File: src/pbs_cfg.svh
// Purpose: Register indices, field positions and reset values of the port and boot-select bank
// Assumes: APB byte address = index * 4, word-aligned registers
// Notes:   Included by the APB slave, port group and bank modules, not by the package
`ifndef PBS_CFG_SVH
`define PBS_CFG_SVH

// Register indices (byte address is index * 4)
`define PBS_IDX_PORT_E_DATA   3'h0
`define PBS_IDX_PORT_E_DIR    3'h1
`define PBS_IDX_PORT_E_ASSIGN 3'h2
`define PBS_IDX_PORT_F_DATA   3'h3
`define PBS_IDX_PORT_F_DIR    3'h4
`define PBS_IDX_PORT_F_ASSIGN 3'h5
`define PBS_IDX_PORT_C_DATA   3'h6
`define PBS_IDX_BOOT_BASE     3'h7

// Address decode: index bits and the span of the bank
`define PBS_IDX_MSB           4
`define PBS_IDX_LSB           2
`define PBS_SPAN_MSB          31
`define PBS_SPAN_LSB          5

// Field positions
`define PBS_PORT_WIDTH        8
`define PBS_PORT_C_WIDTH      7
`define PBS_BASE_MSB          15
`define PBS_BASE_LSB          3
`define PBS_SIZE_MSB          2
`define PBS_SIZE_LSB          0

// Reset values
`define PBS_DIR_RESET         8'h00
`define PBS_PORT_C_RESET      7'h7F
`define PBS_BASE_RESET        13'h0000
`define PBS_SIZE_RESET        3'h7

`endif

File: src/pbs_pkg.sv
// Purpose: Types shared by the port and boot-select bank
// Assumes: Constants live in pbs_cfg.svh
// Notes:   One-hot state codes are written out
package pbs_pkg;

	typedef enum logic [1:0]
	{
		PBS_IDLE   = 2'b01,
		PBS_ANSWER = 2'b10
	} pbs_apb_state_t;

	typedef logic [2:0] pbs_index_t;

endpackage

File: src/pbs_regbus_if.sv
// Purpose: Internal write strobe and read path between the APB slave and the registers
// Assumes: One clock domain
// Notes:   wrStrobe is a one-cycle pulse at the completing APB edge
interface pbs_regbus_if;
	import pbs_pkg::*;

	logic        wrStrobe;
	pbs_index_t  index;
	logic [31:0] wdata;
	logic [31:0] rdata;

	modport bus
	(
		output wrStrobe,
		output index,
		output wdata,
		input  rdata
	);

	modport regs
	(
		input  wrStrobe,
		input  index,
		input  wdata,
		output rdata
	);
endinterface

File: src/pbs_apb_slave.sv
// Purpose: APB slave front end with one wait state
// Assumes: APB3 signalling, 32-bit data, no byte strobes
// Notes:   Out-of-range or misaligned addresses answer with pslverr and read zero
`include "pbs_cfg.svh"

module pbs_apb_slave
	import pbs_pkg::*;
(
	// Clock and reset
	input  wire logic        clock,
	input  wire logic        reset_n,
	// APB
	input  wire logic        psel,
	input  wire logic        penable,
	input  wire logic        pwrite,
	input  wire logic [31:0] paddr,
	input  wire logic [31:0] pwdata,
	output logic             pready,
	output logic             pslverr,
	output logic [31:0]      prdata,
	// Register side
	pbs_regbus_if.bus        rb
);

	pbs_apb_state_t state;
	pbs_apb_state_t next_state;
	logic [31:0]    next_prdata;
	logic           next_pslverr;
	logic           mapped;

	assign mapped = (paddr[`PBS_SPAN_MSB:`PBS_SPAN_LSB] == 27'h0000000)
		&& (paddr[1:0] == 2'h0);
	assign rb.index = paddr[`PBS_IDX_MSB:`PBS_IDX_LSB];
	assign rb.wdata = pwdata;
	// Writes land at the edge where the master sees pready high
	assign rb.wrStrobe = (state == PBS_ANSWER) && psel && penable && pwrite && mapped;
	// The one-hot answer bit is the flop itself, so pready has no decode behind it
	assign pready = state[1];

	always_comb
	begin
		next_state = state;
		next_prdata = prdata;
		next_pslverr = pslverr;
		case (state)
			PBS_IDLE:
			begin
				if (psel && penable)
				begin
					next_state = PBS_ANSWER;
					next_pslverr = !mapped;
					next_prdata = (mapped && !pwrite) ? rb.rdata : 32'h00000000;
				end
			end
			PBS_ANSWER:
			begin
				next_state = PBS_IDLE;
				next_pslverr = 1'b0;
				next_prdata = 32'h00000000;
			end
			default:
			begin
				next_state = PBS_IDLE;
			end
		endcase
	end

	always_ff @(posedge clock)
	begin
		if (!reset_n)
		begin
			state <= PBS_IDLE;
			prdata <= 32'h00000000;
			pslverr <= 1'b0;
		end
		else
		begin
			state <= next_state;
			prdata <= next_prdata;
			pslverr <= next_pslverr;
		end
	end

endmodule

File: src/pbs_port_group.sv
// Purpose: One 8-pin parallel port: output data, direction and pin-assignment registers
// Assumes: Pin inputs synchronous to clock
// Notes:   Output data keeps its contents through reset; pin drive follows port mode and output direction one edge late, reset clears it at once
`include "pbs_cfg.svh"

module pbs_port_group
	import pbs_pkg::*;
#(
	parameter int         WIDTH      = `PBS_PORT_WIDTH,
	parameter pbs_index_t IDX_DATA   = `PBS_IDX_PORT_E_DATA,
	parameter pbs_index_t IDX_DIR    = `PBS_IDX_PORT_E_DIR,
	parameter pbs_index_t IDX_ASSIGN = `PBS_IDX_PORT_E_ASSIGN
)
(
	// Clock and reset
	input  wire logic             clock,
	input  wire logic             reset_n,
	// Strap level seen during reset
	input  wire logic             strap,
	// Register writes
	input  wire logic             wrStrobe,
	input  wire pbs_index_t       index,
	input  wire logic [31:0]      wdata,
	// Register contents
	output logic [WIDTH-1:0]      outBits,
	output logic [WIDTH-1:0]      dirBits,
	output logic [WIDTH-1:0]      assignBits,
	// Pin drive
	output logic [WIDTH-1:0]      pinOe
);

	logic [WIDTH-1:0] next_outBits;
	logic [WIDTH-1:0] next_dirBits;
	logic [WIDTH-1:0] next_assignBits;
	logic [WIDTH-1:0] next_pinOe;

	always_comb
	begin
		next_outBits = outBits;
		next_dirBits = dirBits;
		next_assignBits = assignBits;
		if (wrStrobe && index == IDX_DATA)
			next_outBits = wdata[WIDTH-1:0];
		if (wrStrobe && index == IDX_DIR)
			next_dirBits = wdata[WIDTH-1:0];
		if (wrStrobe && index == IDX_ASSIGN)
			next_assignBits = wdata[WIDTH-1:0];
		// Registered so the enable comes straight from a flop; lags the control by one edge
		next_pinOe = dirBits & ~assignBits;
	end

	// No reset term: the data latch survives reset untouched
	always_ff @(posedge clock)
	begin
		outBits <= next_outBits; // see RQ2 see RQ4
	end

	always_ff @(posedge clock)
	begin
		if (!reset_n)
		begin
			dirBits <= `PBS_DIR_RESET; // see RQ1 see RQ5 see RQ9
			assignBits <= {WIDTH{strap}}; // see RQ3 see RQ6
			pinOe <= '0;
		end
		else
		begin
			dirBits <= next_dirBits;
			assignBits <= next_assignBits;
			pinOe <= next_pinOe;
		end
	end

endmodule

File: src/pbs_bank.sv
// Purpose: Reset-state register bank for ports E, F, C and the boot chip-select base
// Assumes: 20 MHz clock, synchronous active-low reset, APB register access
// Notes:   Straps on the data lines are sampled on every clock while reset is held
//
// The implementer's own choices: the APB interface to the registers and the register addresses.
`include "pbs_cfg.svh"

// Notes on behaviour
// RQ1 - Reset clears the port E direction register so all eight port E pins are inputs.
// RQ2 - Reset leaves the port E output data register as it was.
// RQ3 - Each port E assignment bit takes data line eight at reset: 0 port pin, 1 bus control.
// RQ4 - Reset leaves the port F output data register as it was.
// RQ5 - Reset clears the port F direction register so all port F pins are inputs.
// RQ6 - Port F assignment bits load line nine at reset: 0 port, 1 interrupt (pin 0 clock select); clockSelectMode is 0 until one edge after reset.
// RQ7 - Reset sets all seven port C output bits to one.
// RQ8 - Reset clears boot base bits 15 to 3 and sets block size to 111, a 1 Mbyte block.
// RQ9 - All these reset values apply together under system reset, before any software access.
module pbs_bank
	import pbs_pkg::*;
(
	// Clock and reset
	input  wire logic        clock,
	input  wire logic        reset_n,
	// APB
	input  wire logic        psel,
	input  wire logic        penable,
	input  wire logic        pwrite,
	input  wire logic [31:0] paddr,
	input  wire logic [31:0] pwdata,
	output logic             pready,
	output logic             pslverr,
	output logic [31:0]      prdata,
	// Reset straps
	input  wire logic        bus_line_eight,
	input  wire logic        bus_line_nine,
	// Port E pins
	input  wire logic [7:0]  portEIn,
	output logic [7:0]       portEOut,
	output logic [7:0]       portEOe,
	output logic [7:0]       portEAssign,
	// Port F pins
	input  wire logic [7:0]  portFIn,
	output logic [7:0]       portFOut,
	output logic [7:0]       portFOe,
	output logic [7:0]       portFAssign,
	output logic             clockSelectMode,
	// Port C pins
	output logic [6:0]       portCOut,
	// Boot chip select
	output logic [12:0]      bootBase,
	output logic [2:0]       bootBlockSize
);

	pbs_regbus_if rb ();

	logic [7:0]  port_e_dir_bits;
	logic [7:0]  port_f_dir_bits;
	logic [6:0]  next_portCOut;
	logic [12:0] next_bootBase;
	logic [2:0]  next_bootBlockSize;

	pbs_apb_slave u_apb
	(
		.clock   (clock),
		.reset_n (reset_n),
		.psel    (psel),
		.penable (penable),
		.pwrite  (pwrite),
		.paddr   (paddr),
		.pwdata  (pwdata),
		.pready  (pready),
		.pslverr (pslverr),
		.prdata  (prdata),
		.rb      (rb.bus)
	);

	pbs_port_group #(
		.WIDTH      (`PBS_PORT_WIDTH),
		.IDX_DATA   (`PBS_IDX_PORT_E_DATA),
		.IDX_DIR    (`PBS_IDX_PORT_E_DIR),
		.IDX_ASSIGN (`PBS_IDX_PORT_E_ASSIGN)
	) u_port_e
	(
		.clock      (clock),
		.reset_n    (reset_n),
		.strap      (bus_line_eight), // see RQ3
		.wrStrobe   (rb.wrStrobe),
		.index      (rb.index),
		.wdata      (rb.wdata),
		.outBits    (portEOut),
		.dirBits    (port_e_dir_bits),
		.assignBits (portEAssign),
		.pinOe      (portEOe)
	);

	pbs_port_group #(
		.WIDTH      (`PBS_PORT_WIDTH),
		.IDX_DATA   (`PBS_IDX_PORT_F_DATA),
		.IDX_DIR    (`PBS_IDX_PORT_F_DIR),
		.IDX_ASSIGN (`PBS_IDX_PORT_F_ASSIGN)
	) u_port_f
	(
		.clock      (clock),
		.reset_n    (reset_n),
		.strap      (bus_line_nine), // see RQ6
		.wrStrobe   (rb.wrStrobe),
		.index      (rb.index),
		.wdata      (rb.wdata),
		.outBits    (portFOut),
		.dirBits    (port_f_dir_bits),
		.assignBits (portFAssign),
		.pinOe      (portFOe)
	);

	// Read path: port data reads the pin for inputs and the latch for outputs
	always_comb
	begin
		case (rb.index)
			`PBS_IDX_PORT_E_DATA:
				rb.rdata = {24'h000000, (portEIn & ~port_e_dir_bits) | (portEOut & port_e_dir_bits)};
			`PBS_IDX_PORT_E_DIR:
				rb.rdata = {24'h000000, port_e_dir_bits};
			`PBS_IDX_PORT_E_ASSIGN:
				rb.rdata = {24'h000000, portEAssign};
			`PBS_IDX_PORT_F_DATA:
				rb.rdata = {24'h000000, (portFIn & ~port_f_dir_bits) | (portFOut & port_f_dir_bits)};
			`PBS_IDX_PORT_F_DIR:
				rb.rdata = {24'h000000, port_f_dir_bits};
			`PBS_IDX_PORT_F_ASSIGN:
				rb.rdata = {24'h000000, portFAssign};
			`PBS_IDX_PORT_C_DATA:
				rb.rdata = {25'h0000000, portCOut};
			`PBS_IDX_BOOT_BASE:
				rb.rdata = {16'h0000, bootBase, bootBlockSize};
			default:
				rb.rdata = 32'h00000000;
		endcase
	end

	always_comb
	begin
		next_portCOut = portCOut;
		next_bootBase = bootBase;
		next_bootBlockSize = bootBlockSize;
		if (rb.wrStrobe && rb.index == `PBS_IDX_PORT_C_DATA)
			next_portCOut = rb.wdata[`PBS_PORT_C_WIDTH-1:0];
		if (rb.wrStrobe && rb.index == `PBS_IDX_BOOT_BASE)
		begin
			next_bootBase = rb.wdata[`PBS_BASE_MSB:`PBS_BASE_LSB];
			next_bootBlockSize = rb.wdata[`PBS_SIZE_MSB:`PBS_SIZE_LSB];
		end
	end

	// One reset term for every defaulted register of this module, so all land on the same edge
	always_ff @(posedge clock)
	begin
		if (!reset_n)
		begin
			portCOut <= `PBS_PORT_C_RESET; // see RQ7 see RQ9
			bootBase <= `PBS_BASE_RESET; // see RQ8
			bootBlockSize <= `PBS_SIZE_RESET; // see RQ8
			clockSelectMode <= 1'b0;
		end
		else
		begin
			portCOut <= next_portCOut;
			bootBase <= next_bootBase;
			bootBlockSize <= next_bootBlockSize;
			// Pin 0 of port F serves the clock-select function one edge after it is assigned; reset holds it off
			clockSelectMode <= portFAssign[0]; // see RQ6
		end
	end

endmodule

File: config.mk
export PLATFORM = sky130hd
export DESIGN_NAME = pbs_bank
export DESIGN_NICKNAME = d
export VERILOG_FILES = /design/src/pbs_pkg.sv /design/src/pbs_regbus_if.sv /design/src/pbs_apb_slave.sv /design/src/pbs_port_group.sv /design/src/pbs_bank.sv
export VERILOG_INCLUDE_DIRS = /design/src /design/src/src
export SDC_FILE = /design/constraint.sdc
export NUM_CORES = 1
export LEC_CHECK = 0
export ABC_AREA = 1
export BUFFER_PORTS_ARGS = -buffer_cell sky130_fd_sc_hd__buf_4
export CORE_UTILIZATION = 44
export DETAILED_ROUTE_END_ITERATION = 16
export HOLD_SLACK_MARGIN = 0.08
export PLACE_DENSITY = 0.76
export SYNTH_ARGS = -nofsm -noshare
export SYNTH_HDL_FRONTEND = slang
export SYNTH_SLANG_ARGS = --single-unit
File: constraint.sdc
create_clock -name clock -period 2.2 [get_ports clock]
set_clock_uncertainty 0.2 [all_clocks]
set_input_delay 0.44 -clock clock [delete_from_list [all_inputs] [get_ports clock]]
set_output_delay 0.44 -clock clock [all_outputs]
set_load 0.03 [all_outputs]
==> reports/metrics.yaml <==
global_routing:
  grt_max_degree: 32
  track_usage_pct: 28.2
  grt_antenna_before_repair: 0
  grtUsageMet2_pct: 45.9
  grt.overflow.total: 0
  met3_usage_pct: 5.57
  first_global_vias: 4615
  grt_busiest_layer: "met2"
  grt_pass1_wl_um: 24200
  globalRouteMet1Util_pct: 37.0
power:
  swShare_pct: 26.8
  powerDensity_nw_per_um2: 596
  ir_worst_vdd_uv: 390
  power_frac_seq_pct: 54.9
  pwr-share-clk_pct: 32.1
  leakagePower_nw: 3.03
  p_sw_mw: 1.03
  p_comb_share_pct: 13.0
  internal_power_mw: 2.80
finish:
  drive_above_1_share_pct: 26.3
  final_cell_mix: "182 x buf_4, 173 x nand2_1, 76 x nor2_1"
  fin_area_um2: 6430
  multi_input_area_um2: 1990
  layout_commonest_cell: "buf_4"
  area_growth_pct: 31.9
  diodes: 0
  seq_area_um2: 2460
  fillers: 1008
  fin_cells: 941
  final_util_pct: 59.3
  nNetsFinal: 883
clocking:
  numCtsBuffers: 9
  cts_buffer_depth: 2
  cts_root_buf: "clkbuf_8"
  cts_sinks: 107
  cts_tree: "done"
  ctsResizeCount: 0
  cts_setup_buffers: 0
  path_clk_slew_ns: 0.09
  insertion_delay_ns: 0.38
  h-tree-depth: 3
min_path:
  hp-class: "in2reg"
  hold_depth: 3
worst_setup_path:
  worstSetupEndpoint: "bootBase[11]"
  reg2reg_from: "u_apb.state[1]"
  startpoint: "paddr[7]"
  end_kind: "flop"
  cp.required_ns: 2.31
  r2r_slack_ns: 0.42
  cp-start-kind: "input port"
  r2r_cells: 7
  crit_fanout: 30
  rr_endpoint: "bootBase[11]"
  crit_type: "in2reg"
  cp.arrival_ns: 1.93
timing:
  slew_headroom_pct: 64.8
  worst_pin_slew_ns: 0.525
  maxSlewViolCount: 0
  hold_viol_final: 0
  setup_viol: 0
  period_share_pct: 82.6
  post-route-min-period_ns: 1.82
  max_freq_mhz: 550
  hold_slack_ns: 0.0896
  rsz0062_at_grt: "no"
outcome:
  status: "completed"
floorplan:
  core_um2: 10800
  fp-row-count: 38
  dieWidth_um: 107
  io_pins: 193
  die_area_um2: 11500
  start_util_pct: 45.0
  fp.dieH_um: 107
synthesis:
  syn_area_per_cell_um2: 7.73
  synth_area_leaders: "dfxtp_1 31%, edfxtp_1 20%, nand2_1 13%"
  synth_top_area_cell: "dfxtp_1"
  synthDistinctLibCells: 25
  synth_cells: 631
  syn_area_um2: 4880
  synth-seq-cells: 107
  yosysTopAreaCellShare_pct: 30.8
  ys.warnings.count: 0
  synth_seq_area_share_pct: 50.5
placement:
  post-dp-hpwl_um: 12000
  io_buffers: 160
  post_dp_cell_area_um2: 6220
  dp_cells: 923
  gp_congestion: 0.959
detailed_routing:
  dr.pass1.iters: 7
  routedWlPerCell_um: 17.0
  vias_per_cell: 5.32
  final_antenna_net_count: 0
  drt_iter0_markers: 514
  drc: 0
  routed_wirelength_um: 16000
  vias: 5007
job:
  cap_violations: 0
## critical path: stages
cell	delay [ns]
buf_4	0.11
or2_1	0.22
nor2_1	0.13
nand2_2	0.10
nor2_8	0.13
buf_4	0.20
nand3_4	0.29
nand2_1	0.15
nand2_1	0.06
nor2_1	0.10
## timing repair
| action | in CTS | in global routing |
|---|---|---|
| setup endpoints to repair | 0 | 0 |
| hold endpoints to repair | 1 | 1 |
| hold buffers | 1 | 1 |
## layout make-up
cell class	instances	area share, %
clock buffer	11	2.20
clock inverter	5	0.817
inverter	55	3.21
multi-input combinational	438	30.9
sequential	107	38.3
tap	140	2.72
timing repair buffer	185	21.9
## routing by layer
layer  vias up  routed length, µm  part of all wire, %
met5         -                  0                    0
met4         0                342                  2.1
met3        25               1370                  8.6
met2       256               7560                   47
met1      2336               6700                   42
li1       2390                  -                    -
## kinds of logic (layout without fill, tap and decap cells)
kind of cell,count (synthesis),count (layout),share of synthesized area (%)
buffers and inverters,101,256,9.93
and+or+nand+nor,362,362,33.2
DFF,107,107,50.5
AOI/OAI and AO/OA,60,60,6.29
other,1,16,0.0769
## synthesized netlist by cell type
library cell  number
buf_1              1
clkbuf_1          14
conb_1             1
inv_1             49
edfxtp_1          32
nand2_1          173
inv_2              6
buf_6              3
nor2_8             1
nand2_2            1
nand4_1           61
or2_1              1
nor2_1            76
nand3_4            1
dfxtp_1           75
nand3_1           27
nor3_1            17
buf_2              9
nand3b_2           1
buf_4             19
o21ai_0           26
a21oi_1           33
nand3_2            1
nor2_2             2
a21boi_2           1
## worst min-delay path by stage
stage                              from  slack [ns]           endpoint
floorplan           u_port_f.dirBits[0]        0.26  u_port_f.pinOe[0]
finish                       pwdata[12]        0.09        bootBase[9]
CTS                          pwdata[10]        0.08        bootBase[7]
global route                 pwdata[10]        0.08        bootBase[7]
global placement        u_apb.prdata[5]        0.26    u_apb.prdata[5]
detailed placement     u_apb.prdata[12]        0.26   u_apb.prdata[12]
## stage by stage
step | TNS, ns | setup WS [ns] | power, mW
after floorplan | -4.20 | -0.186 | 2.40
after global placement | 0 | 0.0584 | 2.63
after detailed placement | -0.00762 | -0.00405 | 2.64
after CTS | 0 | 0.386 | 3.85
after global routing | 0 | 0.187 | 3.96
final | 0 | 0.382 | 3.83
## power groups by stage
stage | clock network [mW] | logic, mW | registers [mW]
2_1_floorplan | 0 | 0.209 | 2.19
4_1_cts | 1.25 | 0.494 | 2.10
5_1_grt | 1.32 | 0.532 | 2.11
6_report | 1.23 | 0.500 | 2.10
3_3_place_gp | 0 | 0.486 | 2.15
3_5_place_dp | 0 | 0.490 | 2.15
## state kept, by name, indices dropped and copies added, names as in the netlist
register	count
u_port_f.pinOe	8
bootBlockSize	3
u_port_e.assignBits	8
bootBase	13
u_port_f.outBits	8
u_port_f.assignBits	8
u_port_f.dirBits	8
portCOut	7
u_apb.pslverr	1
u_port_e.pinOe	8
clockSelectMode	1
u_port_e.dirBits	8
u_apb.state	2
u_apb.prdata	16
u_port_e.outBits	8
Note: power is estimated with default switching activity, not from simulation.
